==> src/hdl/dlm_pkg.sv <==
// shared constants and carriers for the descriptor list map bank
// assumes one 10 MHz clock and a classic wishbone slave port
package dlm_pkg;

  // ==========================================================
  // geometry
  localparam int unsigned DLM_DESC_N  = 16;
  localparam int unsigned DLM_IDX_W   = 4;
  localparam int unsigned DLM_REG_W   = 16;

  // ==========================================================
  // register indices; byte address is four times the index
  localparam logic [7:0] DLM_IX_PER_DONE  = 8'hAA;
  localparam logic [7:0] DLM_IX_PER_SKIP  = 8'hAC;
  localparam logic [7:0] DLM_IX_PER_LAST  = 8'hAF;
  localparam logic [7:0] DLM_IX_ASY_DONE  = 8'hB0;
  localparam logic [7:0] DLM_IX_ASY_SKIP  = 8'hB2;
  localparam logic [7:0] DLM_IX_ASY_LAST  = 8'hB4;

  // ==========================================================
  // reset values
  localparam logic [15:0] DLM_RST_DONE = 16'h0000;
  localparam logic [15:0] DLM_RST_SKIP = 16'hFFFF;
  localparam logic [15:0] DLM_RST_LAST = 16'h0000;

  // ==========================================================
  // timing
  localparam int unsigned DLM_CLK_HZ       = 10_000_000;
  localparam int unsigned DLM_SKIP_RB_NS   = 100;
  localparam int unsigned DLM_SKIP_RB_CYC  =
    ((DLM_SKIP_RB_NS * (DLM_CLK_HZ / 1_000_000)) + 999) / 1000;

  // ==========================================================
  // carriers
  typedef struct packed {
    logic                 start;
    logic [3:0]           idx;
  } dlm_req_s;

  typedef struct packed {
    logic                 vld;
    logic [3:0]           idx;
  } dlm_fin_s;

  typedef enum logic {
    DLM_ST_SCAN,
    DLM_ST_WAIT
  } dlm_state_e;

endpackage

==> src/hdl/dlm_top.sv <==
// descriptor list map bank: done, skip and final-descriptor maps for
// the periodic poll list and the async_list, with their scanners
// assumes classic wishbone master, synchronous active-high reset
//
// Chosen here: register access over Wishbone.
`timescale 1ns/1ps
module dlm_top (
  input  wire logic              clk_i,
  input  wire logic              rst_i,
  // wishbone classic slave
  input  wire logic              cyc_i,
  input  wire logic              stb_i,
  input  wire logic              we_i,
  input  wire logic [31:0]       adr_i,
  input  wire logic [3:0]        sel_i,
  input  wire logic [31:0]       dat_i,
  output logic [31:0]            dat_o,
  output logic                   ack_o,
  // periodic poll list, facing the host core
  input  wire logic [15:0]       per_valid_i,
  input  wire logic              per_exec_done_i,
  output dlm_pkg::dlm_req_s      per_req_o,
  // async_list, facing the host core
  input  wire logic [15:0]       asy_valid_i,
  input  wire logic              asy_exec_done_i,
  output dlm_pkg::dlm_req_s      asy_req_o
);
  import dlm_pkg::*;

  // ==========================================================
  // register state
  logic [15:0]   periodic_done_bits;
  logic [15:0]   periodic_skip_mask;
  logic [15:0]   periodic_last_marker;
  logic [15:0]   async_done_bits;
  logic [15:0]   async_skip_mask;
  logic [15:0]   async_last_marker;

  logic [15:0]   next_periodic_done_bits;
  logic [15:0]   next_periodic_skip_mask;
  logic [15:0]   next_periodic_last_marker;
  logic [15:0]   next_async_done_bits;
  logic [15:0]   next_async_skip_mask;
  logic [15:0]   next_async_last_marker;

  logic [31:0]   next_dat;
  logic          next_ack;

  dlm_fin_s      per_fin;
  dlm_fin_s      asy_fin;

  logic          acc;
  logic          wr;
  logic          rd;
  logic [7:0]    ix;
  logic [15:0]   per_set;
  logic [15:0]   asy_set;
  logic [15:0]   per_clr;
  logic [15:0]   asy_clr;

  // ==========================================================
  // helpers
  function automatic logic [7:0] word_index(input logic [31:0] a);
    return a[9:2];
  endfunction

  // byte-lane merge of a 16-bit register
  function automatic logic [15:0] merge(input logic [15:0] old,
                                        input logic [31:0] d,
                                        input logic [3:0]  s);
    logic [15:0] r;
    r = old;
    if (s[0]) begin
      r[7:0] = d[7:0];
    end
    if (s[1]) begin
      r[15:8] = d[15:8];
    end
    return r;
  endfunction

  function automatic logic [15:0] onehot(input dlm_fin_s f);
    logic [15:0] r;
    r = '0;
    if (f.vld) begin
      r[f.idx] = 1'b1;
    end
    return r;
  endfunction

  // ==========================================================
  // scanners
  dlm_sched u_per_sched (
    .clk_i       (clk_i),
    .rst_i       (rst_i),
    .valid_i     (per_valid_i),
    .skip_i      (periodic_skip_mask),
    .last_i      (periodic_last_marker),
    .exec_done_i (per_exec_done_i),
    .req_o       (per_req_o),
    .fin_o       (per_fin)
  );

  dlm_sched u_asy_sched (
    .clk_i       (clk_i),
    .rst_i       (rst_i),
    .valid_i     (asy_valid_i),
    .skip_i      (async_skip_mask),
    .last_i      (async_last_marker),
    .exec_done_i (asy_exec_done_i),
    .req_o       (asy_req_o),
    .fin_o       (asy_fin)
  );

  // ==========================================================
  // bus decode
  // one wait state; the access commits on the edge that raises ack
  assign acc = cyc_i && stb_i && !ack_o;
  assign wr  = acc && we_i;
  assign rd  = acc && !we_i;
  assign ix  = word_index(adr_i);

  always_comb begin
    next_ack = acc;
    next_dat = dat_o;
    if (rd) begin
      next_dat = 32'h0000_0000;
      case (ix)
        DLM_IX_PER_DONE: next_dat[15:0] = periodic_done_bits;
        DLM_IX_PER_SKIP: next_dat[15:0] = periodic_skip_mask;
        DLM_IX_PER_LAST: next_dat[15:0] = periodic_last_marker;
        DLM_IX_ASY_DONE: next_dat[15:0] = async_done_bits;
        DLM_IX_ASY_SKIP: next_dat[15:0] = async_skip_mask;
        DLM_IX_ASY_LAST: next_dat[15:0] = async_last_marker;
        default:         next_dat = 32'h0000_0000;
      endcase
    end
  end

  // ==========================================================
  // done maps
  // set wins over read-clear so a completion racing the read survives
  always_comb begin
    per_set = onehot(per_fin);
    asy_set = onehot(asy_fin);
    per_clr = (rd && ix == DLM_IX_PER_DONE) ? periodic_done_bits : '0;
    asy_clr = (rd && ix == DLM_IX_ASY_DONE) ? async_done_bits : '0;
    // writes are ignored: the maps are read-only
    next_periodic_done_bits =
      (periodic_done_bits & ~per_clr) | per_set;
    next_async_done_bits =
      (async_done_bits & ~asy_clr) | asy_set;
  end

  // ==========================================================
  // skip masks and final markers
  always_comb begin
    next_periodic_skip_mask   = periodic_skip_mask;
    next_periodic_last_marker = periodic_last_marker;
    next_async_skip_mask      = async_skip_mask;
    next_async_last_marker    = async_last_marker;
    if (wr) begin
      case (ix)
        DLM_IX_PER_SKIP: next_periodic_skip_mask =
          merge(periodic_skip_mask, dat_i, sel_i);
        DLM_IX_PER_LAST: next_periodic_last_marker =
          merge(periodic_last_marker, dat_i, sel_i);
        DLM_IX_ASY_SKIP: next_async_skip_mask =
          merge(async_skip_mask, dat_i, sel_i);
        DLM_IX_ASY_LAST: next_async_last_marker =
          merge(async_last_marker, dat_i, sel_i);
        default: begin
        end
      endcase
    end
  end

  always_ff @(posedge clk_i) begin
    if (rst_i) begin
      periodic_done_bits   <= DLM_RST_DONE;
      async_done_bits      <= DLM_RST_DONE;
      periodic_skip_mask   <= DLM_RST_SKIP;
      async_skip_mask      <= DLM_RST_SKIP;
      periodic_last_marker <= DLM_RST_LAST;
      async_last_marker    <= DLM_RST_LAST;
      dat_o                <= 32'h0000_0000;
      ack_o                <= 1'b0;
    end else begin
      periodic_done_bits   <= next_periodic_done_bits;
      async_done_bits      <= next_async_done_bits;
      periodic_skip_mask   <= next_periodic_skip_mask;
      async_skip_mask      <= next_async_skip_mask;
      periodic_last_marker <= next_periodic_last_marker;
      async_last_marker    <= next_async_last_marker;
      dat_o                <= next_dat;
      ack_o                <= next_ack;
    end
  end

  // ==========================================================
  // checks
  chk_per_done_set: assert property (
    @(posedge clk_i) disable iff (rst_i)
    per_fin.vld |=> periodic_done_bits[$past(per_fin.idx)])
    else $error("periodic completion not recorded");

  chk_asy_done_set: assert property (
    @(posedge clk_i) disable iff (rst_i)
    asy_fin.vld |=> async_done_bits[$past(asy_fin.idx)])
    else $error("async completion not recorded");

  chk_read_clears: assert property (
    @(posedge clk_i) disable iff (rst_i)
    (rd && ix == DLM_IX_PER_DONE && !per_fin.vld)
      |=> ack_o && (periodic_done_bits & dat_o[15:0]) == 16'h0000)
    else $error("done read did not clear returned bits");

  chk_asy_read_clears: assert property (
    @(posedge clk_i) disable iff (rst_i)
    (rd && ix == DLM_IX_ASY_DONE && !asy_fin.vld)
      |=> ack_o && (async_done_bits & dat_o[15:0]) == 16'h0000)
    else $error("async done read did not clear returned bits");

  chk_read_returns: assert property (
    @(posedge clk_i) disable iff (rst_i)
    (rd && ix == DLM_IX_ASY_DONE) |=> dat_o[15:0] == $past(async_done_bits))
    else $error("done read returned wrong bits");

  chk_race_kept: assert property (
    @(posedge clk_i) disable iff (rst_i)
    (rd && ix == DLM_IX_ASY_DONE && asy_fin.vld)
      |=> async_done_bits[$past(asy_fin.idx)])
    else $error("completion lost to read clear");

  chk_per_race_kept: assert property (
    @(posedge clk_i) disable iff (rst_i)
    (rd && ix == DLM_IX_PER_DONE && per_fin.vld)
      |=> periodic_done_bits[$past(per_fin.idx)])
    else $error("periodic completion lost to read clear");

  chk_done_ro: assert property (
    @(posedge clk_i) disable iff (rst_i)
    (wr && ix == DLM_IX_PER_DONE && !per_fin.vld)
      |=> $stable(periodic_done_bits))
    else $error("done map changed by a write");

  chk_asy_done_ro: assert property (
    @(posedge clk_i) disable iff (rst_i)
    (wr && ix == DLM_IX_ASY_DONE && !asy_fin.vld)
      |=> $stable(async_done_bits))
    else $error("async done map changed by a write");

  chk_skip_reset: assert property (
    @(posedge clk_i)
    rst_i |=> periodic_skip_mask == DLM_RST_SKIP
      && async_skip_mask == DLM_RST_SKIP
      && periodic_done_bits == DLM_RST_DONE)
    else $error("reset values wrong");

  chk_last_reset: assert property (
    @(posedge clk_i)
    rst_i |=> periodic_last_marker == DLM_RST_LAST
      && async_last_marker == DLM_RST_LAST
      && async_done_bits == DLM_RST_DONE)
    else $error("marker reset values wrong");

  chk_last_write: assert property (
    @(posedge clk_i) disable iff (rst_i)
    (wr && ix == DLM_IX_ASY_LAST && sel_i[1:0] == 2'b11)
      |=> async_last_marker == $past(dat_i[15:0]))
    else $error("final marker write lost");

  chk_per_last_write: assert property (
    @(posedge clk_i) disable iff (rst_i)
    (wr && ix == DLM_IX_PER_LAST && sel_i[1:0] == 2'b11)
      |=> periodic_last_marker == $past(dat_i[15:0]))
    else $error("periodic final marker write lost");

  chk_skip_write: assert property (
    @(posedge clk_i) disable iff (rst_i)
    (wr && ix == DLM_IX_PER_SKIP && sel_i[1:0] == 2'b11)
      |=> ##1 periodic_skip_mask == $past(dat_i[15:0], 2))
    else $error("skip mask write lost");

  chk_asy_skip_write: assert property (
    @(posedge clk_i) disable iff (rst_i)
    (wr && ix == DLM_IX_ASY_SKIP && sel_i[1:0] == 2'b11)
      |=> async_skip_mask == $past(dat_i[15:0]))
    else $error("async skip mask write lost");

  chk_ack_pulse: assert property (@(posedge clk_i) disable iff (rst_i)
    ack_o |=> !ack_o)
    else $error("ack held two cycles");

  chk_ack_answers: assert property (@(posedge clk_i) disable iff (rst_i)
    (cyc_i && stb_i && !ack_o) |=> ack_o)
    else $error("request not acknowledged");

  cov_done_read: cover property (@(posedge clk_i) disable iff (rst_i)
    rd && ix == DLM_IX_PER_DONE && periodic_done_bits != 16'h0000);

  cov_race: cover property (@(posedge clk_i) disable iff (rst_i)
    rd && ix == DLM_IX_ASY_DONE && asy_fin.vld);

  cov_issue: cover property (@(posedge clk_i) disable iff (rst_i)
    per_req_o.start ##[1:20] per_fin.vld);

  cov_asy_issue: cover property (@(posedge clk_i) disable iff (rst_i)
    asy_req_o.start ##[1:20] asy_fin.vld);

endmodule

==> src/hdl/dlm_sched.sv <==
// per-list descriptor scanner: walks descriptors, honours skip and
// final_descriptor_marker bits, reports completions
// assumes the host core pulses exec_done_i once per issued descriptor
`timescale 1ns/1ps
module dlm_sched (
  input  wire logic              clk_i,
  input  wire logic              rst_i,
  input  wire logic [15:0]       valid_i,
  input  wire logic [15:0]       skip_i,
  input  wire logic [15:0]       last_i,
  input  wire logic              exec_done_i,
  output dlm_pkg::dlm_req_s      req_o,
  output dlm_pkg::dlm_fin_s      fin_o
);
  import dlm_pkg::*;

  dlm_state_e   state;
  dlm_state_e   next_state;
  logic [3:0]   idx;
  logic [3:0]   next_idx;
  dlm_req_s     next_req;
  dlm_fin_s     next_fin;

  // wrap after the marked descriptor or after the sixteenth
  function automatic logic [3:0] step(input logic [3:0] i,
                                      input logic [15:0] last);
    if (last[i] || i == 4'(DLM_DESC_N - 1)) begin
      return 4'h0;
    end
    return i + 4'h1;
  endfunction

  // ==========================================================
  // scan control
  always_comb begin
    next_state = state;
    next_idx   = idx;
    next_req   = '0;
    next_fin   = '0;
    case (state)
      DLM_ST_SCAN: begin
        if (valid_i[idx] && !skip_i[idx]) begin
          next_req.start = 1'b1;
          next_req.idx   = idx;
          next_state     = DLM_ST_WAIT;
        end else begin
          next_idx = step(idx, last_i);
        end
      end
      DLM_ST_WAIT: begin
        // skip changes mid-run are not looked at here
        if (exec_done_i) begin
          next_fin.vld = 1'b1;
          next_fin.idx = idx;
          next_idx     = step(idx, last_i);
          next_state   = DLM_ST_SCAN;
        end
      end
      default: begin
        next_state = DLM_ST_SCAN;
        next_idx   = 4'h0;
      end
    endcase
  end

  always_ff @(posedge clk_i) begin
    if (rst_i) begin
      state <= DLM_ST_SCAN;
      idx   <= 4'h0;
      req_o <= '0;
      fin_o <= '0;
    end else begin
      state <= next_state;
      idx   <= next_idx;
      req_o <= next_req;
      fin_o <= next_fin;
    end
  end

  // ==========================================================
  // checks
  chk_skip_no_issue: assert property (
    @(posedge clk_i) disable iff (rst_i)
    (state == DLM_ST_SCAN && skip_i[idx]) |=> !req_o.start)
    else $error("skipped descriptor was issued");

  chk_last_wraps: assert property (
    @(posedge clk_i) disable iff (rst_i)
    (state == DLM_ST_WAIT && exec_done_i && last_i[idx])
      |=> (idx == 4'h0) && fin_o.vld)
    else $error("no wrap after final descriptor");

  chk_last_bounds: assert property (
    @(posedge clk_i) disable iff (rst_i)
    (state == DLM_ST_SCAN && !(valid_i[idx] && !skip_i[idx])
      && last_i[idx]) |=> idx == 4'h0)
    else $error("scan passed the final descriptor");

  cov_wrap_early: cover property (@(posedge clk_i) disable iff (rst_i)
    fin_o.vld && idx == 4'h0 && fin_o.idx != 4'hF);

endmodule

==> config.mk <==
export PLATFORM = sky130hd
export DESIGN_NAME = dlm_top
export DESIGN_NICKNAME = d
export VERILOG_FILES = /design/src/hdl/dlm_pkg.sv /design/src/hdl/dlm_top.sv /design/src/hdl/dlm_sched.sv
export SDC_FILE = /design/constraint.sdc
export NUM_CORES = 1
export LEC_CHECK = 0
export BUFFER_PORTS_ARGS = -buffer_cell sky130_fd_sc_hd__clkbuf_2
export CORE_UTILIZATION = 30
export CTS_CLUSTER_SIZE = 12
export DETAILED_ROUTE_END_ITERATION = 16
export PLACE_DENSITY = 0.5
export SYNTH_ARGS = -nofsm -noshare
export SYNTH_HDL_FRONTEND = slang
export SYNTH_SLANG_ARGS = --single-unit
==> constraint.sdc <==
create_clock -name clk_i -period 3.14 [get_ports clk_i]
set_clock_uncertainty 0.1 [all_clocks]
set_input_delay 0.314 -clock clk_i [delete_from_list [all_inputs] [get_ports clk_i]]
set_output_delay 0.314 -clock clk_i [all_outputs]
set_load 0.02 [all_outputs]
==> flow_summary.json <==
{
  "max_freq_mhz": 388,
  "fin_setup_tns_ns": 0,
  "h-tree-depth": 4,
  "cp_max_fo": 14,
  "syn_avg_cell_area_um2": 9.50,
  "drtIter0Drc": 419,
  "viasPerCell": 5.13,
  "cts_buffer_depth": 2,
  "synthTopCellsByCount": "dfxtp_1 (143), nor2_1 (90), a22oi_1 (69), mux2i_1 (67), nand2_1 (50)",
  "clk_latency_ns": 0.43,
  "port_buffers": 91,
  "dp_hpwl_um": 15000,
  "die_h_um": 150,
  "synth_top_cell_by_area": "dfxtp_1",
  "first_pass_iters": 5,
  "synth-simple-area-share_pct": 19.0,
  "gr-total-overflow": 0,
  "peakVddDrop_uv": 359,
  "grt_pass1_vias": 5055,
  "drive_gt1_share_pct": 21.2,
  "maxCapViolations": 0,
  "path_buf_inv": 0,
  "ys_seq_area_share_pct": 43.9,
  "grt.total_usage_pct": 19.1,
  "postRouteWirelength_um": 20800,
  "ios": 150,
  "fillers": 2218,
  "max_stage_delay_ns": 0.83,
  "antenna_found_initial": 0,
  "rsz0062_at_grt": "false",
  "synth_compound_area_share_pct": 17.9,
  "timing.final.ws_setup_ns": 0.560,
  "grt_max_degree": 85,
  "synth_edf_count": 0,
  "yosysWarnings": 0,
  "diodes": 0,
  "wl_per_cell_um": 19.6,
  "crit_family": "compound AO/OA/AOI/OAI gates",
  "crit_path_cell_trace": "nand2b_1, o31a_1, a32oi_1, o311ai_1, a2bb2oi_1, o21ai_1",
  "period_share_pct": 82.2,
  "final_antenna_net_count": 0,
  "grt_first_pass_wirelength_um": 31300,
  "root_buffer": "clkbuf_16",
  "area_growth_pct": 20.1,
  "path_clk_slew_ns": 0.06,
  "layout.nets": 883,
  "vias": 5446,
  "maxSlewHeadroom_pct": 33.1,
  "leakagePower_nw": 2.83,
  "place_congestion": 0.817,
  "drc": 0,
  "pwr_density_cell_mw_per_mm2": 602,
  "cts_resized": 0,
  "synthesis.area_mm2": 0.00653,
  "crit_arrival_ns": 2.78,
  "crit_path_end_kind": "flip-flop",
  "fp.dieW_um": 150,
  "required_ns": 3.35,
  "synth-xor-area-share_pct": 0,
  "cts_sinks": 143,
  "postSynthCellCount": 687,
  "r2r_setup_slack_ns": 0.56,
  "critPathKind": "flip-flop to flip-flop",
  "outcome": "completed",
  "fin_crit_ns": 2.58,
  "tritoncts": "built",
  "place_ws_ns": 0.614,
  "placementRows": 53,
  "drv_slew": 0,
  "cts_setup_buffers": 0,
  "tightest_slew_ns": 0.989,
  "utilization_pct": 37.1,
  "synth_top_family_by_area": "simple AND/OR/NAND/NOR gates",
  "holdBufCountCts": 0,
  "cts_buffers": 17,
  "ys.flop_type": "dfxtp_1",
  "synthTopCellsByArea": "dfxtp_1 (44%), mux2i_1 (10%), a22oi_1 (7.9%)",
  "die_area_mm2": 0.0224,
  "synth_top_area_share_pct": 43.9,
  "critPathSlowestCell": "o311ai_1",
  "cp-start-kind": "flip-flop",
  "synth_mux_area_share_pct": 13.4,
  "async_flop_share_pct": 0,
  "setup_viol": 0,
  "hold_path.class": "input port to flip-flop",
  "synth_fa_ha_area_share_pct": 0.383,
  "start_util_pct": 30.9,
  "fp.coreArea_mm2": 0.0212,
  "finalHoldViolCount": 0,
  "ys_ff_latch": 143,
  "synth.most_common_cell": "dfxtp_1",
  "synth.distinct_cells": 59
}
## area by class of cell
| type | instances | area (um^2) | area share [%] |
|---|---|---|---|
| clock buffer | 24 | 512 | 6.53 |
| clock inverter | 8 | 78.8 | 1.01 |
| inverter | 14 | 52.6 | 0.670 |
| multi-input combinational | 488 | 3380 | 43.1 |
| sequential | 143 | 2860 | 36.5 |
| tap | 275 | 344 | 4.39 |
| timing repair buffer | 110 | 611 | 7.79 |
## cells in the final DEF (no fill, tap or decap), types with 15 or more instances in the layout
cell and count:
a31oi_1 15, a22oi_1 69, dfxtp_1 143, o22a_1 16
o21ai_0 19, buf_4 18, mux2i_1 67, conb_1 16
nor2_1 89, clkbuf_16 17, nand2_1 50, clkbuf_2 91
## power by group
part	switching, mW	internal [mW]
registers	0.133	1.88
clock network	0.800	1.21
logic	0.424	0.273
## final timing paths
| check | from | endpoint | cells after the start |
|---|---|---|---|
| max | u_per_sched.idx[0] | u_per_sched.idx[2] | 6 |
| min | dat_i[0] | async_skip_mask[0] | 3 |
| max reg2reg | u_per_sched.idx[0] | u_per_sched.idx[2] | 6 |
| min reg2reg | async_done_bits[14] | async_done_bits[14] | 2 |
## kinds of logic after synthesis
group,Yosys count
simple gates,234
compound gates,160
flops,143
mux,76
buf+inv,71
fa+ha+maj,2
other cells,1
## sequential cells by signal, summed over array words and instances, names as in the netlist, 4 cells and up
| register | cells |
|---|---|
| u_per_sched.idx | 4 |
| async_last_marker | 16 |
| async_skip_mask | 16 |
| periodic_done_bits | 16 |
| u_asy_sched.idx | 4 |
| u_per_sched.fin_o | 5 |
| dat_o | 16 |
| u_per_sched.req_o | 5 |
| async_done_bits | 16 |
| periodic_skip_mask | 16 |
| u_asy_sched.req_o | 5 |
| u_asy_sched.fin_o | 5 |
| periodic_last_marker | 16 |
## worst min-delay path: cells and delay by family
family | cells | cell delay, ns
buffers and inverters | 1 | 0.14
multiplexers | 1 | 0.09
AND/OR/NAND/NOR | 1 | 0.05
## per-stage QoR
step                power, mW  std cells  area, um^2  hold slack [ns]
finish                   4.72       1062        7840            0.101
global route             4.91       1062        7840           0.0981
CTS                      4.74       1062        7840           0.0753
detailed placement       2.74       1030        7250            0.350
global placement         2.74       1030        7250            0.341
floorplan                2.45        702        6580            0.332
## metal layers
layer	vias to the layer above	routed length, um	track usage (%)
met5	-	0	0
met4	0	246	5.61
met3	17	830	4.09
met2	125	9700	29.4
met1	2624	9990	26.7
li1	2680	-	-
Power figures use the tool's default switching activity.
